$ cat src/adc_seq_pkg.sv
// constants for the half-flash converter sequencer
// assumes a 200 MHz system clock on CLOCK
package adc_seq_pkg;
    localparam int CLOCK_MHZ        = 200;
    localparam int REF_CLOCK_KHZ    = 20480;
    // rate field codes: 8, 16, 32, 64, 128 kHz
    localparam logic [2:0] RATE_8K   = 3'h0;
    localparam logic [2:0] RATE_16K  = 3'h1;
    localparam logic [2:0] RATE_32K  = 3'h2;
    localparam logic [2:0] RATE_64K  = 3'h3;
    localparam logic [2:0] RATE_128K = 3'h4;
    localparam int BASE_RATE_KHZ    = 8;
    // sample period at 8 kHz in clock cycles
    localparam int BASE_PERIOD_CYC  = CLOCK_MHZ * 1000 / BASE_RATE_KHZ;
    localparam int TIMER_W          = 15;
    // least conversion time, start to result
    localparam int CONV_MIN_NS      = 2000;
    localparam int CLK_PERIOD_NS    = 5;
    localparam int CONV_MIN_CYC     = (CONV_MIN_NS + CLK_PERIOD_NS - 1) / CLK_PERIOD_NS;
    // phase lengths: sample+auto-zero, coarse, fine; total reaches the least time
    localparam int ZERO_CYC         = 200;
    localparam int COARSE_CYC       = 150;
    localparam int FINE_CYC         = CONV_MIN_CYC - ZERO_CYC - COARSE_CYC;
    localparam int PHASE_W          = 10;
    localparam int THERMO_W         = 31;
    localparam int NIBBLE_W         = 4;
    localparam logic [7:0] RESULT_RESET = 8'h00;
    typedef enum logic [3:0] {
        ST_IDLE   = 4'h1,
        ST_ZERO   = 4'h2,
        ST_COARSE = 4'h4,
        ST_FINE   = 4'h8
    } state_type;
endpackage : adc_seq_pkg

$ cat src/thermo_if.sv
// carries one comparator ladder pattern and its encoded value
// assumes the ladder pattern is stable while sampled
interface thermo_if;
    logic [30:0] pattern;
    logic [4:0]  level;
    modport encoder (input pattern, output level);
    modport user    (output pattern, input level);
endinterface : thermo_if

$ cat src/half_flash_adc_sequencer.sv
// sequencer for an 8-bit two-stage half-flash converter
// assumes ladder outputs are synchronous to CLOCK and the control word is valid only with CTRL_WRITE
// Function
// - eight-bit result from two half-flash stages with separate nibble ladders
// - upper nibble first; it selects the ladder segment for the lower nibble
// - each stage's 31 thermometer comparator outputs become binary in logic
// - sample rates 8, 16, 32, 64 or 128 kHz from the system clock
// - a dedicated sample-rate timer paces sampling
// - comparators are auto-zeroed while sampling, before conversion
// - a start bit write with the enable bit set begins a conversion at any time
// - a start during a conversion aborts it and begins a fresh one
// - a new rate setting takes effect only at the next start; the enable bit takes effect on its write
// - an enable bit selects low-power disable or operation
// - a conversion takes no less than 2 microseconds start to result
module half_flash_adc_sequencer (
    input  wire logic        CLOCK,
    input  wire logic        RST_N,
    input  wire logic        CTRL_WRITE,
    input  wire logic        CTRL_START,
    input  wire logic        CTRL_ENABLE,
    input  wire logic [2:0]  CTRL_RATE,
    input  wire logic [30:0] COARSE_LADDER,
    input  wire logic [30:0] FINE_LADDER,
    output logic             AUTO_ZERO,
    output logic             SAMPLE_HOLD,
    output logic             COARSE_LATCH,
    output logic             FINE_LATCH,
    output logic [3:0]       SEGMENT_SEL,
    output logic             POWER_DOWN,
    output logic             BUSY,
    output logic             SAMPLE_TICK,
    output logic [7:0]       RESULT,
    output logic             DONE
);
    adc_seq_pkg::state_type state_q;
    logic [9:0]  phase_q;
    logic [2:0]  rate_q;
    logic        enable_q;
    logic        run_q;
    logic [14:0] timer_q;
    logic [14:0] period;
    logic        tick;
    logic        start_cmd;
    logic [3:0]  upper_q;
    logic        enable_now;

    thermo_if coarse_if ();
    thermo_if fine_if ();
    assign coarse_if.pattern = COARSE_LADDER;
    assign fine_if.pattern   = FINE_LADDER;

    thermo_encoder u_coarse (.tif(coarse_if));
    thermo_encoder u_fine   (.tif(fine_if));

    assign start_cmd = CTRL_WRITE && CTRL_START && CTRL_ENABLE;

    // the rate is captured only with a start so a running conversion keeps its own
    always_ff @(posedge CLOCK or negedge RST_N) begin
        if (!RST_N) begin
            rate_q <= adc_seq_pkg::RATE_8K;
        end else if (start_cmd) begin
            rate_q <= CTRL_RATE;
        end
    end

    // the rate timer runs from a start until a write clears the enable bit
    always_ff @(posedge CLOCK or negedge RST_N) begin
        if (!RST_N) begin
            run_q <= 1'b0;
        end else if (CTRL_WRITE && !CTRL_ENABLE) begin
            run_q <= 1'b0;
        end else if (start_cmd) begin
            run_q <= 1'b1;
        end
    end

    always_ff @(posedge CLOCK or negedge RST_N) begin
        if (!RST_N) begin
            enable_q <= 1'b0;
        end else if (CTRL_WRITE) begin
            enable_q <= CTRL_ENABLE;
        end
    end

    // a write that enables and starts at once must not lose its start to enable_q lag
    assign enable_now = CTRL_WRITE ? CTRL_ENABLE : enable_q;

    // codes above 128 kHz fall back to the slowest rate
    always_comb begin
        if (rate_q > adc_seq_pkg::RATE_128K) begin
            period = 15'(adc_seq_pkg::BASE_PERIOD_CYC - 1);
        end else begin
            period = 15'((adc_seq_pkg::BASE_PERIOD_CYC >> rate_q) - 1);
        end
    end

    // sample-rate timer; a start restarts it so the first tick follows one full period later
    always_ff @(posedge CLOCK or negedge RST_N) begin
        if (!RST_N) begin
            timer_q <= 15'h0000;
        end else if (start_cmd || !run_q || !enable_q) begin
            timer_q <= 15'h0000;
        end else if (timer_q >= period) begin
            timer_q <= 15'h0000;
        end else begin
            timer_q <= timer_q + 15'h0001;
        end
    end

    // ticks landing mid-conversion are dropped; only an idle sequencer takes them
    assign tick = run_q && enable_q && (timer_q >= period) && !start_cmd;

    // a start outranks every phase, so a running conversion just begins again
    always_ff @(posedge CLOCK or negedge RST_N) begin
        if (!RST_N) begin
            state_q <= adc_seq_pkg::ST_IDLE;
            phase_q <= 10'h000;
        end else if (!enable_now) begin
            state_q <= adc_seq_pkg::ST_IDLE;
            phase_q <= 10'h000;
        end else if (start_cmd || (tick && state_q == adc_seq_pkg::ST_IDLE)) begin
            state_q <= adc_seq_pkg::ST_ZERO;
            phase_q <= 10'h000;
        end else begin
            case (state_q)
                adc_seq_pkg::ST_IDLE: begin
                    phase_q <= 10'h000;
                end
                adc_seq_pkg::ST_ZERO: begin
                    if (phase_q == 10'(adc_seq_pkg::ZERO_CYC - 1)) begin
                        state_q <= adc_seq_pkg::ST_COARSE;
                        phase_q <= 10'h000;
                    end else begin
                        phase_q <= phase_q + 10'h001;
                    end
                end
                adc_seq_pkg::ST_COARSE: begin
                    if (phase_q == 10'(adc_seq_pkg::COARSE_CYC - 1)) begin
                        state_q <= adc_seq_pkg::ST_FINE;
                        phase_q <= 10'h000;
                    end else begin
                        phase_q <= phase_q + 10'h001;
                    end
                end
                adc_seq_pkg::ST_FINE: begin
                    if (phase_q == 10'(adc_seq_pkg::FINE_CYC - 1)) begin
                        state_q <= adc_seq_pkg::ST_IDLE;
                        phase_q <= 10'h000;
                    end else begin
                        phase_q <= phase_q + 10'h001;
                    end
                end
                default: begin
                    state_q <= adc_seq_pkg::ST_IDLE;
                    phase_q <= 10'h000;
                end
            endcase
        end
    end

    logic coarse_end;
    logic fine_end;
    logic conv_live;
    assign conv_live  = enable_now && !start_cmd;
    assign coarse_end = conv_live && state_q == adc_seq_pkg::ST_COARSE
                        && phase_q == 10'(adc_seq_pkg::COARSE_CYC - 1);
    assign fine_end   = conv_live && state_q == adc_seq_pkg::ST_FINE
                        && phase_q == 10'(adc_seq_pkg::FINE_CYC - 1);

    // upper nibble saturates at 15 so the segment select stays in range
    always_ff @(posedge CLOCK or negedge RST_N) begin
        if (!RST_N) begin
            upper_q <= 4'h0;
        end else if (coarse_end) begin
            upper_q <= (coarse_if.level[4:1] == 4'hF) ? 4'hF : coarse_if.level[4:1];
        end
    end

    always_ff @(posedge CLOCK or negedge RST_N) begin
        if (!RST_N) begin
            RESULT <= adc_seq_pkg::RESULT_RESET;
            DONE   <= 1'b0;
        end else begin
            DONE <= fine_end;
            if (fine_end) begin
                RESULT <= {upper_q, fine_if.level[4:1]};
            end
        end
    end

    // analog controls, registered from the state for glitch-free switching
    always_ff @(posedge CLOCK or negedge RST_N) begin
        if (!RST_N) begin
            AUTO_ZERO    <= 1'b0;
            SAMPLE_HOLD  <= 1'b0;
            COARSE_LATCH <= 1'b0;
            FINE_LATCH   <= 1'b0;
            SEGMENT_SEL  <= 4'h0;
        end else begin
            AUTO_ZERO    <= state_q == adc_seq_pkg::ST_ZERO;
            SAMPLE_HOLD  <= state_q == adc_seq_pkg::ST_COARSE
                            || state_q == adc_seq_pkg::ST_FINE;
            COARSE_LATCH <= coarse_end;
            FINE_LATCH   <= fine_end;
            SEGMENT_SEL  <= upper_q;
        end
    end

    // status seen by the core; power-down is high out of reset
    always_ff @(posedge CLOCK or negedge RST_N) begin
        if (!RST_N) begin
            POWER_DOWN   <= 1'b1;
            BUSY         <= 1'b0;
            SAMPLE_TICK  <= 1'b0;
        end else begin
            POWER_DOWN   <= !enable_q;
            BUSY         <= state_q != adc_seq_pkg::ST_IDLE;
            SAMPLE_TICK  <= tick;
        end
    end
endmodule : half_flash_adc_sequencer

$ cat src/thermo_encoder.sv
// thermometer to binary encoder for one 31-comparator ladder
// assumes comparators above the input read zero, below read one
module thermo_encoder (
    thermo_if.encoder tif
);
    logic [4:0] ones [0:31];
    // counting ones tolerates a single bubble better than a priority search
    assign ones[0] = 5'h00;
    genvar g;
    generate
        for (g = 0; g < adc_seq_pkg::THERMO_W; g++) begin : g_cnt
            assign ones[g+1] = ones[g] + {4'h0, tif.pattern[g]};
        end
    endgenerate
    assign tif.level = ones[31];
endmodule : thermo_encoder

$ cat config.mk
export PLATFORM = sky130hd
export DESIGN_NAME = half_flash_adc_sequencer
export DESIGN_NICKNAME = d
export VERILOG_FILES = /design/src/adc_seq_pkg.sv /design/src/thermo_if.sv /design/src/half_flash_adc_sequencer.sv /design/src/thermo_encoder.sv
export SDC_FILE = /design/constraint.sdc
export NUM_CORES = 1
export LEC_CHECK = 0
export BUFFER_PORTS_ARGS = -buffer_cell sky130_fd_sc_hd__buf_2
export CAP_MARGIN = 20
export CORE_MARGIN = 5
export CORE_UTILIZATION = 45
export CTS_BUF_LIST = sky130_fd_sc_hd__clkbuf_8
export DETAILED_ROUTE_END_ITERATION = 12
export MAX_ROUTING_LAYER = met4
export PLACE_DENSITY = 0.67
export SETUP_SLACK_MARGIN = 0.05
export SYNTH_ARGS = -nofsm -noshare
export SYNTH_HDL_FRONTEND = slang
export SYNTH_HIERARCHICAL = 1
export SYNTH_SLANG_ARGS = --single-unit
$ cat constraint.sdc
create_clock -name CLOCK -period 8.9 [get_ports CLOCK]
set_clock_uncertainty 0.05 [all_clocks]
set_input_delay 1.78 -clock CLOCK [delete_from_list [all_inputs] [get_ports CLOCK]]
set_output_delay 1.78 -clock CLOCK [all_outputs]
set_load 0.02 [all_outputs]
; ---- Word level (Yosys, flattened, before mapping)
; Cells that the tools add are included.
[classes]
order_cmp = 2
eq_ne = 13
shifts = 1
add_sub_neg = 63
n_mux = 19
reduce_logical = 22
[ops]
columns = cell, n
row1 = $add 5x1->5, 58
row2 = $mux 10, 5
row3 = $mux 15, 3
row4 = $pmux 10 s3, 1
row5 = $mux 4, 6
row6 = $eq 10x8->1 const B, 2
row7 = $pmux 4 s4, 1
row8 = $add 15x1->15 const B, 1
row9 = $ge 15x15->1, 1
row10 = $shr 15x3->15 const A, 1
row11 = $sub 15x2->15 const B, 1
row12 = $logic_and 1x1->1, 12
row13 = $ne 4x4->1 const B, 3
row14 = $add 10x1->10 const B, 1
row15 = $eq 10x6->1 const B, 1
row16 = $eq 4x4->1 const B, 2
row17 = $add 1x1->2, 2
row18 = $eq 4x1->1 const B, 1
row19 = $eq 4x2->1 const B, 1
row20 = $eq 4x3->1 const B, 1
row21 = $logic_not 1->1, 4
row22 = $logic_or 1x1->1, 4
row23 = $ne 4x1->1 const B, 1
row24 = $reduce_and 4->1, 1
row25 = other kinds (4), 6
[totals]
in_bits = 70
output_inout_bits = 20
wordCells = 136
register_bits = 57

; ---- Depth between registers and ports, before layout
[logic_depth]
word_depth = 32
depth_mapped = 17
mapped_depth_nobuf = 17

; ---- Modules after synthesis
; The synthesis kept the hierarchy.
[modules_own_cells]
columns = module, cells_each, seq_area_each_um2, area_per_inst_um2, n_inst
row1 = half_flash_adc_sequencer, 282, 1428.9, 3054.2, 1
row2 = thermo_encoder, 89, 0.0, 794.5, 2

; ---- Worst setup path before layout
; OpenSTA, ideal clock, no wires.
[synth_path]
path_type = input -> register
from = input FINE_LADDER[17]
to = register RESULT[3]
t_arrival_ps = 6205
n_path_buf = 0
setup_time_ps = 127
stages = 15
required_ps = 8723
setup_slack_ps = 2518
path_cell_list = fa_1 inv_1 fa_1 inv_1 fa_1 inv_1 fa_1 fa_1 fa_1 fa_1 fa_1 nand2b_1 a21oi_2 xor2_1 mux2_1
[synth_via]
elab_chain_len = 14
[synth_rtl]
columns = item, line_no
row1 = from (decl), half_flash_adc_sequencer.sv:23  ; input wire logic [30:0] FINE_LADDER,
row2 = $add 5x1->5 (14 in series), thermo_encoder.sv:12  ; assign ones[g+1] = ones[g] + {4'h0, tif.pattern[g]};
row3 = named net fine_if.level[4], thermo_if.sv:5  ; logic [4:0] level;
row4 = to (signal assigned), half_flash_adc_sequencer.sv:181  ; RESULT <= adc_seq_pkg::RESULT_RESET;
row5 = to (signal assigned), half_flash_adc_sequencer.sv:186  ; RESULT <= {upper_q, fine_if.level[4:1]};
row6 = to (decl), half_flash_adc_sequencer.sv:32  ; output logic [7:0] RESULT,
; The timed path passes the listed nets, and every way through them passes these cells.
; A chain may end at the register's enable or synchronous reset.

; ---- Worst setup path after layout
[layout_path]
from = input COARSE_LADDER[17]
to = register upper_q[3]
[layout_via]
elab_chain_len = 16
[layout_rtl]
columns = item, line_no
row1 = from (decl), half_flash_adc_sequencer.sv:22  ; input wire logic [30:0] COARSE_LADDER,
row2 = $add 5x1->5 * (14 in series), thermo_encoder.sv:12
row3 = named net coarse_if.level[4], thermo_if.sv:5
row4 = $eq 4x4->1, half_flash_adc_sequencer.sv:175  ; upper_q <= (coarse_if.level[4:1] == 4'hF) ? 4'hF : coarse_if.level[4:1];
row5 = $mux 4 *, half_flash_adc_sequencer.sv:175
row6 = to (signal assigned), half_flash_adc_sequencer.sv:175
row7 = to (decl), half_flash_adc_sequencer.sv:44  ; logic [3:0] upper_q;
; Mark *: on every way through the listed nets, which the timed path passes. The rest lies on a longest branch.

==> flow_metrics.env <==
export IMPL_area_delta_synth_final_pct=17.4
export IMPL_critPathKind="input port to flop"
export IMPL_die_w_um=111
export IMPL_worstPathMaxFanout=2
export IMPL_ctsHtreeMaxLevel=3
export IMPL_final_util=0.534
export IMPL_hold_buffers=0
export IMPL_worstMarginPinSlew_ns=0.711
export IMPL_cts_resized=0
export IMPL_grt_max_degree=58
export IMPL_intPower_mw=0.793
export IMPL_fin_cells=695
export IMPL_cp_startpoint="COARSE_LADDER[17]"
export IMPL_multiInputGateArea_mm2=0.00278
export IMPL_ys_warn_count=6
export IMPL_post_cts_setup_buffer_count=0
export IMPL_diodes=0
export IMPL_seq_area_mm2=0.00143
export IMPL_setup_violations=0
export IMPL_cts_root_buf="clkbuf_8"
export IMPL_pwr_share_seq=0.206
export IMPL_clkTransAtPathRegs_ns=0.07
export IMPL_design_area_mm2=0.00544
export IMPL_p_clk_frac=0.178
export IMPL_clock_latency_ns=0.34
export IMPL_max_slew_margin_rel=0.526
export IMPL_grt_pass1_vias=3557
export IMPL_slew_viol_final=0
export IMPL_ant_nets=0
export IMPL_place_area_mm2=0.00524
export IMPL_rr_endpoint="timer_q[14]"
export IMPL_hold_depth=0
export IMPL_switchingPower_mw=0.585
export IMPL_hold_class="flop to flop"
export IMPL_cts_buffer_depth=2
export IMPL_wl_per_cell_um=12.6
export IMPL_nFillCells=938
export IMPL_fin_ws_ns=2.63
export IMPL_p_sw_frac=0.425
export IMPL_cp_required_ns=9.07
export IMPL_initialDrtViolationCount=177
export IMPL_leakagePower_nw=2.91
export IMPL_drive_gt1_frac=0.242
export IMPL_crit_arrival_ns=6.44
export IMPL_worstSetupStartpointType="input port"
export IMPL_numCtsBuffers=9
export IMPL_routed_wl_um=8770
export IMPL_syn_area_mm2=0.00464
export IMPL_p_per_area_mw_per_mm2=253
export IMPL_die_y_um=111
export IMPL_gp_congestion=0.849
export IMPL_dp_cells=679
export IMPL_grt_util_all_layers=0.154
export IMPL_status="finished clean"
export IMPL_clock_sinks=57
export IMPL_min_from="upper_q[2]"
export IMPL_boundaryPins=90
export IMPL_die_area_mm2=0.0124
export IMPL_core_mm2=0.0102
export IMPL_start_util=0.455
export IMPL_gr_total_overflow=0
export IMPL_pre_cts_slack_ns=2.25
export IMPL_rrSetupSlack_ns=5.59
export IMPL_io_buffers=89
export IMPL_tns_ns=0
export IMPL_drc=0
export IMPL_antenna_found_initial=0
export IMPL_r2r_start="rate_q[1]"
export IMPL_fin_crit_ns=6.27
export IMPL_pwr_share_comb=0.615
export IMPL_cp_end_kind="flop"
export IMPL_viasPerCell=4.79
export IMPL_vias=3331
export IMPL_worstRegToRegCells=10
export IMPL_fin_crit_sh=0.705
export IMPL_holdPathEnd="SEGMENT_SEL[2]"
export IMPL_fin_hold_ws_ns=0.363
export IMPL_drt_first_pass_iters=4
export IMPL_grt_pass1_wl_um=15400
export IMPL_ir_worst_vdd_v=0.000155
export IMPL_fin_nets=711
export IMPL_hpwl_um=7320
export IMPL_hold_viol_final=0
export IMPL_max_freq_mhz=159
export IMPL_syn_inst=458
export IMPL_cts_tree="done"
export IMPL_maxCapViolCount=0
export IMPL_syn_nets=615
export IMPL_grt_setup_unrepaired="false"
export IMPL_row_count=37
export IMPL_avgSynthCellArea_um2=10.1
export IMPL_power_total_mw=1.38
-- flip-flops by register name, summed over array words and instances (netlist names), 3 cells and up --
register     cells
RESULT           8
SEGMENT_SEL      4
phase_q         10
rate_q           3
state_q          4
timer_q         15
upper_q          4
-- worst max-delay path, stage by stage --
cell	delay, ns
buf_2	0.11
fa_1	0.52
inv_1	0.05
fa_1	0.50
inv_1	0.05
fa_1	0.47
inv_1	0.05
fa_1	0.47
fa_1	0.54
fa_1	0.44
fa_1	0.42
fa_1	0.41
nand2b_1	0.17
a21oi_2	0.13
xor2_1	0.07
mux2_4	0.26
-- layout make-up --
class / instances / share of cell area
inverters: 109 / 0.0752
repair buffers: 90 / 0.0833
flip-flops and latches: 57 / 0.263
clock inverters: 6 / 0.0122
multi-input cells: 287 / 0.510
well taps: 136 / 0.0313
clock buffers: 10 / 0.0253
-- layout by cell type, fill, tap and decap left out, types with 3 or more instances in the layout --
master        n
nand2b_1      3
a21oi_1      13
and3_1        6
dfrtp_1      55
xor2_1       15
mux2_2        8
a31oi_1       3
buf_2        89
fa_1         47
clkbuf_8     10
clkinvlp_4    3
nor2b_1       6
mux2_4        4
inv_1       109
nand4_1       3
mux2_1        3
nor3_1       17
ha_1         40
nand3_1      14
nor2_1       32
nand2_1      19
xnor2_1      14
o21ai_0       5
-- power groups by stage --
stage | clock (mW) | combinational, mW | sequential, mW
6_report | 0.246 | 0.848 | 0.284
5_1_grt | 0.266 | 0.992 | 0.286
4_1_cts | 0.252 | 0.874 | 0.284
3_5_place_dp | 0 | 0.869 | 0.289
3_3_place_gp | 0 | 0.825 | 0.288
2_1_floorplan | 0 | 0.675 | 0.295
-- per-layer routing --
layer	vias up	share of wire	GRT usage
li1	1635	-	-
met1	1596	0.43	0.183
met2	80	0.50	0.260
met3	20	0.046	0.0293
met4	0	0.022	0.0600
met5	-	0	-
-- worst max path at each step --
stage / endpoint / slack, ns / depth (start not counted)
floorplan: RESULT[3] / 2.52 / 15
global placement: RESULT[3] / 2.34 / 16
detailed placement: upper_q[3] / 2.25 / 16
CTS: upper_q[3] / 2.61 / 16
global route: upper_q[3] / 2.49 / 16
finish: upper_q[3] / 2.63 / 16
No activity file was read; power rests on OpenSTA's default activity.
